### src/plc_pkg.sv
// package: constants and carrier types for the programmable logic cell
`default_nettype none
package plc_pkg;

    localparam int unsigned LUT_INPUTS = 4;
    localparam int unsigned LUT_SIZE   = 16;
    localparam logic        STORE_RST  = 1'b0;
    localparam logic [1:0]  SEL_FFRST  = 2'h0;

    // storage element behaviour
    typedef enum logic [1:0] {
        PLC_FF_D,
        PLC_FF_T,
        PLC_FF_JK,
        PLC_FF_SR
    } plc_ff_e;

    // source of each routing output
    typedef enum logic {
        PLC_OUT_LUT,
        PLC_OUT_REG
    } plc_osel_e;

    // static configuration of one cell
    typedef struct packed {
        logic [LUT_SIZE-1:0] lut_mask;
        plc_ff_e             ff_mode;
        plc_osel_e           sel_row;
        plc_osel_e           sel_col;
        plc_osel_e           sel_local;
        logic                feedback_en;
        logic                packed_en;
        logic                chain_in_en;
    } plc_cfg_s;

    // cluster-wide control signals
    typedef struct packed {
        logic clk_en;
        logic sync_clr;
        logic sync_load;
        logic async_clr;
    } plc_ctl_s;

    // three routing outputs and chain output
    typedef struct packed {
        logic row_out;
        logic col_out;
        logic local_out;
        logic chain_out;
    } plc_out_s;

endpackage : plc_pkg
`default_nettype wire

### src/plc_cell.sv
// module: one programmable logic cell with table and storage element
`default_nettype none

// Summary of operation
// - four-input table gives any function
// - storage acts as D, T, JK, SR
// - update on clock edge with enable
// - combinational result bypasses storage unclocked
// - three outputs each pick table or register
// - packing lets table and register split outputs
// - packing with synchronous load is rejected
// - feedback routes register into own table
// - registered and unregistered results together
// - dedicated chain output for cascading
// - chain passes value to next cell
// - asynchronous clear forces zero immediately
// - cluster sync clear and load act
module plc_cell (
    input  wire logic                       sys_clk,
    input  wire logic                       nrst,
    input  wire plc_pkg::plc_cfg_s          cfg,
    input  wire plc_pkg::plc_ctl_s          ctl,
    input  wire logic [plc_pkg::LUT_INPUTS-1:0] data_in,
    input  wire logic                       load_data,
    input  wire logic                       jk_k,
    input  wire logic                       chain_in,
    output logic                            cfg_error,
    output plc_pkg::plc_out_s               outs
);

    // ------------------------------------------------------------
    // reset release
    // ------------------------------------------------------------
    logic [1:0] rst_sync_r;
    logic       rst_n;

    always_ff @(posedge sys_clk or negedge nrst) begin
        if (!nrst) begin
            rst_sync_r <= plc_pkg::SEL_FFRST;
        end else begin
            rst_sync_r <= {rst_sync_r[0], 1'b1};
        end
    end
    assign rst_n = rst_sync_r[1];

    // ------------------------------------------------------------
    // state
    // ------------------------------------------------------------
    typedef struct packed {
        logic q;
    } plc_state_s;

    plc_state_s st_r;
    plc_state_s st_nxt;

    function automatic logic plc_lut(
        input logic [plc_pkg::LUT_SIZE-1:0]   mask,
        input logic [plc_pkg::LUT_INPUTS-1:0] sel
    );
        plc_lut = mask[sel];
    endfunction : plc_lut

    function automatic logic plc_pick(
        input plc_pkg::plc_osel_e s,
        input logic               lut_v,
        input logic               reg_v
    );
        plc_pick = (s == plc_pkg::PLC_OUT_REG) ? reg_v : lut_v;
    endfunction : plc_pick

    // ------------------------------------------------------------
    // table and next state
    // ------------------------------------------------------------
    logic [plc_pkg::LUT_INPUTS-1:0] lut_sel;
    logic                           lut_out;
    logic                           d_src;
    logic                           bad_cfg;

    always_comb begin
        lut_sel = data_in;
        if (cfg.feedback_en) begin
            lut_sel[plc_pkg::LUT_INPUTS-1] = st_r.q;
        end
    end

    assign lut_out = plc_lut(cfg.lut_mask, lut_sel);
    assign bad_cfg = cfg.packed_en & ctl.sync_load;

    always_comb begin
        // packed or chained cells store a source other than the table
        if (cfg.chain_in_en) begin
            d_src = chain_in;
        end else if (cfg.packed_en) begin
            d_src = load_data;
        end else begin
            d_src = lut_out;
        end
    end

    always_comb begin
        st_nxt = st_r;
        if (ctl.clk_en) begin
            if (ctl.sync_clr) begin
                st_nxt.q = plc_pkg::STORE_RST;
            end else if (ctl.sync_load && !bad_cfg) begin
                st_nxt.q = load_data;
            end else begin
                case (cfg.ff_mode)
                    plc_pkg::PLC_FF_D:  st_nxt.q = d_src;
                    plc_pkg::PLC_FF_T:  st_nxt.q = st_r.q ^ d_src;
                    plc_pkg::PLC_FF_JK: st_nxt.q = (d_src & ~st_r.q)
                                                 | (~jk_k & st_r.q);
                    plc_pkg::PLC_FF_SR: st_nxt.q = d_src | (~jk_k & st_r.q);
                    default:            st_nxt.q = st_r.q;
                endcase
            end
        end
    end

    // either clear source empties the register at once, off the clock;
    // one merged clear keeps the register to a single asynchronous input
    logic store_clr_n;
    assign store_clr_n = rst_n & ~ctl.async_clr;

    always_ff @(posedge sys_clk or negedge store_clr_n) begin
        if (!store_clr_n) begin
            st_r.q <= plc_pkg::STORE_RST;
        end else begin
            st_r <= st_nxt;
        end
    end

    // ------------------------------------------------------------
    // outputs
    // ------------------------------------------------------------
    always_comb begin
        outs.row_out   = plc_pick(cfg.sel_row, lut_out, st_r.q);
        outs.col_out   = plc_pick(cfg.sel_col, lut_out, st_r.q);
        outs.local_out = plc_pick(cfg.sel_local, lut_out, st_r.q);
        outs.chain_out = st_r.q;
    end
    assign cfg_error = bad_cfg;

    // ------------------------------------------------------------
    // checks
    // ------------------------------------------------------------
    chk_hold_no_en: assert property (
        @(posedge sys_clk) disable iff (!rst_n || ctl.async_clr)
        !ctl.clk_en ##1 !ctl.async_clr |-> $stable(st_r.q))
        else $error("stored value changed with enable low");

    chk_async_clear: assert property (
        @(posedge sys_clk) disable iff (!rst_n)
        ctl.async_clr |-> st_r.q == plc_pkg::STORE_RST)
        else $error("clear did not force zero");

    chk_d_capture: assert property (
        @(posedge sys_clk) disable iff (!rst_n || ctl.async_clr)
        ctl.clk_en && !ctl.sync_clr && !ctl.sync_load
        && cfg.ff_mode == plc_pkg::PLC_FF_D && !cfg.chain_in_en
        && !cfg.packed_en && $stable(cfg)
        ##1 !ctl.async_clr |-> st_r.q == $past(lut_out))
        else $error("d capture wrong");

    chk_toggle_flip: assert property (
        @(posedge sys_clk) disable iff (!rst_n || ctl.async_clr)
        ctl.clk_en && !ctl.sync_clr && !ctl.sync_load
        && cfg.ff_mode == plc_pkg::PLC_FF_T && d_src
        ##1 !ctl.async_clr |-> st_r.q != $past(st_r.q))
        else $error("toggle did not flip");

    chk_sync_clear: assert property (
        @(posedge sys_clk) disable iff (!rst_n || ctl.async_clr)
        ctl.clk_en && ctl.sync_clr ##1 !ctl.async_clr |-> !st_r.q)
        else $error("sync clear ignored");

    // a refused load must leave the normal function in charge
    chk_pack_reject: assert property (
        @(posedge sys_clk) disable iff (!rst_n || ctl.async_clr)
        ctl.clk_en && cfg.packed_en && ctl.sync_load && !ctl.sync_clr
        && !cfg.chain_in_en && cfg.ff_mode == plc_pkg::PLC_FF_T
        ##1 !ctl.async_clr |-> st_r.q == ($past(st_r.q) ^ $past(load_data)))
        else $error("packed load not refused");

    chk_lut_bypass: assert property (
        @(posedge sys_clk) disable iff (!rst_n)
        cfg.sel_row == plc_pkg::PLC_OUT_LUT && !cfg.feedback_en |->
        outs.row_out == cfg.lut_mask[data_in])
        else $error("row output not table result");

    chk_chain_pass: assert property (
        @(posedge sys_clk) disable iff (!rst_n || ctl.async_clr)
        ctl.clk_en && cfg.chain_in_en && !ctl.sync_clr && !ctl.sync_load
        && cfg.ff_mode == plc_pkg::PLC_FF_D
        ##1 !ctl.async_clr |-> outs.chain_out == $past(chain_in))
        else $error("chain value not passed");

    chk_jk_toggle: assert property (
        @(posedge sys_clk) disable iff (!rst_n || ctl.async_clr)
        ctl.clk_en && !ctl.sync_clr && !ctl.sync_load
        && cfg.ff_mode == plc_pkg::PLC_FF_JK && d_src && jk_k
        ##1 !ctl.async_clr |-> st_r.q != $past(st_r.q))
        else $error("jk did not toggle");

    chk_sr_reset: assert property (
        @(posedge sys_clk) disable iff (!rst_n || ctl.async_clr)
        ctl.clk_en && !ctl.sync_clr && !ctl.sync_load
        && cfg.ff_mode == plc_pkg::PLC_FF_SR && !d_src && jk_k
        ##1 !ctl.async_clr |-> !st_r.q)
        else $error("sr reset ignored");

    chk_sync_load: assert property (
        @(posedge sys_clk) disable iff (!rst_n || ctl.async_clr)
        ctl.clk_en && !ctl.sync_clr && ctl.sync_load && !cfg.packed_en
        ##1 !ctl.async_clr |-> st_r.q == $past(load_data))
        else $error("sync load ignored");

    // top table input comes from the register, the rest from the pins
    chk_feedback_in: assert property (
        @(posedge sys_clk) disable iff (!rst_n)
        cfg.feedback_en && cfg.sel_row == plc_pkg::PLC_OUT_LUT |->
        outs.row_out
        == cfg.lut_mask[{st_r.q, data_in[plc_pkg::LUT_INPUTS-2:0]}])
        else $error("register not fed back into table");

    chk_col_hold: assert property (
        @(posedge sys_clk) disable iff (!rst_n || ctl.async_clr)
        cfg.sel_col == plc_pkg::PLC_OUT_REG && !ctl.clk_en ##1
        !ctl.async_clr && cfg.sel_col == plc_pkg::PLC_OUT_REG
        |-> $stable(outs.col_out))
        else $error("registered column output moved");

endmodule : plc_cell
`default_nettype wire

### config.mk
export PLATFORM = sky130hd
export DESIGN_NAME = plc_cell
export DESIGN_NICKNAME = d
export VERILOG_FILES = /design/src/plc_pkg.sv /design/src/plc_cell.sv
export SDC_FILE = /design/constraint.sdc
export NUM_CORES = 1
export LEC_CHECK = 0
export BUFFER_PORTS_ARGS = -buffer_cell sky130_fd_sc_hd__buf_4
export CORE_AREA = 2 2 40 42
export CTS_BUF_LIST = sky130_fd_sc_hd__clkbuf_8
export DETAILED_ROUTE_END_ITERATION = 10
export DIE_AREA = 0 0 42 44
export PLACE_DENSITY = 0.73
export SLEW_MARGIN = 15
export SYNTH_ARGS = -nofsm -noshare
export SYNTH_HDL_FRONTEND = slang
export SYNTH_SLANG_ARGS = --single-unit
### constraint.sdc
create_clock -name sys_clk -period 1.28 [get_ports sys_clk]
set_input_delay 0.064 -clock sys_clk [delete_from_list [all_inputs] [get_ports sys_clk]]
set_output_delay 0.064 -clock sys_clk [all_outputs]
set_load 0.1 [all_outputs]
==> flow_metrics.env <==
export IMPL_status="finished, violations left"
export IMPL_violations="setup timing"
export IMPL_powerDensity_mw_per_mm2=1053
export IMPL_fp_dieW_um=42
export IMPL_clk_latency_ns=0.22
export IMPL_crit_buf_inv=0
export IMPL_cpMaxStageDelayCell="dfrtp_1"
export IMPL_hp_class="register to asynchronous set/reset pin"
export IMPL_num_antenna_cells=0
export IMPL_routed_wl_um=1508
export IMPL_grt_pass1_wl_um=2435
export IMPL_drc_errors=0
export IMPL_initial_utilization_pct=30.86
export IMPL_slowest_delay_ns=0.38
export IMPL_drv_slew=0
export IMPL_critPathRequiredTime_ns=1.44
export IMPL_place_hpwl_um=1106
export IMPL_synth_seq_area_share_pct=17.14
export IMPL_crit_family="compound AO/OA/AOI/OAI gates"
export IMPL_rsz0062_at_grt="true"
export IMPL_cts_max_level=1
export IMPL_syn_num_nets=93
export IMPL_pre_cts_ws_ns=-0.8886
export IMPL_use_met1_pct=16.75
export IMPL_numClockSinks=3
export IMPL_gp_congestion=0.6560
export IMPL_yosys_register_bits=3
export IMPL_clkSlewWorstSetupHoldPaths_ns=0.03
export IMPL_root_buffer="clkbuf_8"
export IMPL_initialDrtViolationCount=11
export IMPL_syn_inst=55
export IMPL_setup_viol=4
export IMPL_via_per_inst=5.000
export IMPL_yosys_warnings=0
export IMPL_clock_skew_ns=0.001887
export IMPL_arrival_ns=2.30
export IMPL_fillCellCount=110
export IMPL_instances_no_fill=119
export IMPL_track_usage_pct=18.17
export IMPL_period_minus_slack_ns=2.145
export IMPL_drive_gt1_share_pct=56.31
export IMPL_path_max_fanout=3
export IMPL_grt_pass1_vias=622
export IMPL_numCtsBuffers=3
export IMPL_cts_buffer_depth=2
export IMPL_first_pass_iters=4
export IMPL_cp_start_kind="register"
export IMPL_avgRoutedWirePerCell_um=12.67
export IMPL_pin_count=42
export IMPL_gr_usage_met3_pct=7.500
export IMPL_yosysUniqueCellTypes=23
export IMPL_dpl_cell_count=112
export IMPL_final_hold_violation_count=0
export IMPL_tritoncts="built"
export IMPL_placedInstanceArea_um2=779.5
export IMPL_regArea_um2=75.07
export IMPL_core_area_mm2=0.001419
export IMPL_netlist_area_um2=437.9
export IMPL_max_freq_mhz=466.1
export IMPL_cp_end_kind="register"
export IMPL_tns_ns=-2.533
export IMPL_die_height_um=44
export IMPL_final_area_um2=905.9
export IMPL_busiest_layer="met2"
export IMPL_drtAntennaViolNets=0
export IMPL_finalCritPeriodShare_pct=167.6
export IMPL_ir_drop_v=0.0006616
export IMPL_grtUsageMet2_pct=31.56
export IMPL_synth_edff_count=0
export IMPL_gr_total_overflow=0
export IMPL_area_growth_pct=106.9
export IMPL_crit_chain="mux2_4, a221oi_2, a22o_1, a221o_1, ha_1, o21ai_2, a21oi_1, o31ai_1, o221a_1"
export IMPL_die_area_mm2=0.001848
export IMPL_placementRows=14
export IMPL_antenna_found_initial=0
export IMPL_maxCapViolations=0
export IMPL_route_vias_total=595
export IMPL_multiInputGateArea_um2=359.1
export IMPL_synth_flop_cell="dfrtp_1"
export IMPL_holdWs_ns=0.1321
export IMPL_async_reset_ff_share_pct=100.0
export IMPL_leakagePower_nw=0.4635
export IMPL_syn_area_per_cell_um2=7.962
export IMPL_grt_max_degree=7
export IMPL_port_buffers=41
export IMPL_worst_slack_ns=-0.8654
export IMPL_nets=142
export IMPL_worstSetupPathType="register to register"
[layout by cell type, fill, tap and decap left out]
cell,synthesis,routed
a221o_1,1,1
nor2_1,6,3
mux2i_1,9,9
buf_12,0,3
clkbuf_8,0,3
o21ai_2,0,1
and2_1,2,2
o21ai_0,3,2
nand3b_1,1,1
conb_1,1,1
o221a_1,1,1
nor2_2,0,3
nand2b_1,2,2
dfrtp_1,3,3
a221oi_1,2,1
a221oi_2,0,1
a21oi_1,6,3
dlygate4sd3_1,0,2
a22oi_1,2,2
nor2b_1,3,3
buf_4,1,42
o31ai_1,1,1
ha_1,1,1
mux2_4,0,1
a22o_1,1,1
nand2_1,2,2
nor3b_2,0,1
inv_1,3,4
a21oi_2,0,3
[stage by stage]
step / util, % / total power [mW]
floorplan: - / 0.4349
global placement: 54.94 / 0.5921
detailed placement: 54.94 / 0.5986
CTS: 63.93 / 0.9574
global route: 63.84 / 0.9977
finish: 63.84 / 0.9540
[what timing repair did]
action,in CTS,in global routing
resized for setup,13,2
endpoints found under the setup margin,4,4
setup buffers,3,1
pin swaps,3,2
hold endpoints to repair,3,0
hold buffers,2,0
[where the power goes]
part           switching (mW)  internal [mW]
clock                  0.0732          0.205
sequential            0.00501          0.104
combinational           0.317          0.249
total                   0.396          0.558
[worst paths after layout]
kind,cells after the start,startpoint,endpoint,slack [ns]
worst min register to register,1,rst_sync_r[1],st_r,0.13
worst max-delay path,9,st_r,st_r,-0.87
worst min-delay path,1,rst_sync_r[1],st_r,0.13
max in group asynchronous,3,ctl[0],st_r,0.86
worst max register to register,9,st_r,st_r,-0.87
min in group sys_clk,2,ctl[3],st_r,0.14
[registers in the layout (all words and copies together) (netlist names)]
register    count
rst_sync_r      2
st_r            1
[synth_stat cells (2+ instances only)]
master | instances | area (um2)
dfrtp_1 | 3 | 75.07
nor2b_1 | 3 | 18.77
nand2_1 | 2 | 7.510
o21ai_0 | 3 | 15.01
a21oi_1 | 6 | 30.03
a22oi_1 | 2 | 15.01
inv_1 | 3 | 11.26
nand2b_1 | 2 | 12.51
mux2i_1 | 9 | 90.09
a221oi_1 | 2 | 17.52
nor2_1 | 6 | 22.52
and2_1 | 2 | 12.51
buf_6 | 2 | 22.52
[area by class of cell]
type / instances / area share [%]
Clock buffer: 3 / 4.558
Clock inverter: 1 / 0.4144
Inverter: 3 / 1.243
Multi-Input combinational cell: 46 / 39.64
Sequential cell: 3 / 8.287
Tap cell: 16 / 2.210
Timing Repair Buffer: 47 / 43.65
[cell families (layout without fill, tap and decap cells)]
logic type,count (synthesis),after routing,share of synthesized area [%]
fa+ha+maj,1,1,2.857
mux,10,10,23.14
simple gates,17,17,20.29
buf+inv,6,54,9.429
flops,3,3,17.14
other cells,1,1,0.8563
compound gates,17,17,26.29
[metal layers]
| metal | vias up | wire [um] | part of all wire (%) |
|---|---|---|---|
| li1 | 296 | - | - |
| met1 | 259 | 510 | 34 |
| met2 | 36 | 778 | 52 |
| met3 | 4 | 169 | 11 |
| met4 | 0 | 50 | 3.3 |
| met5 | - | 0 | 0 |
(Power assumes the default switching activity.)
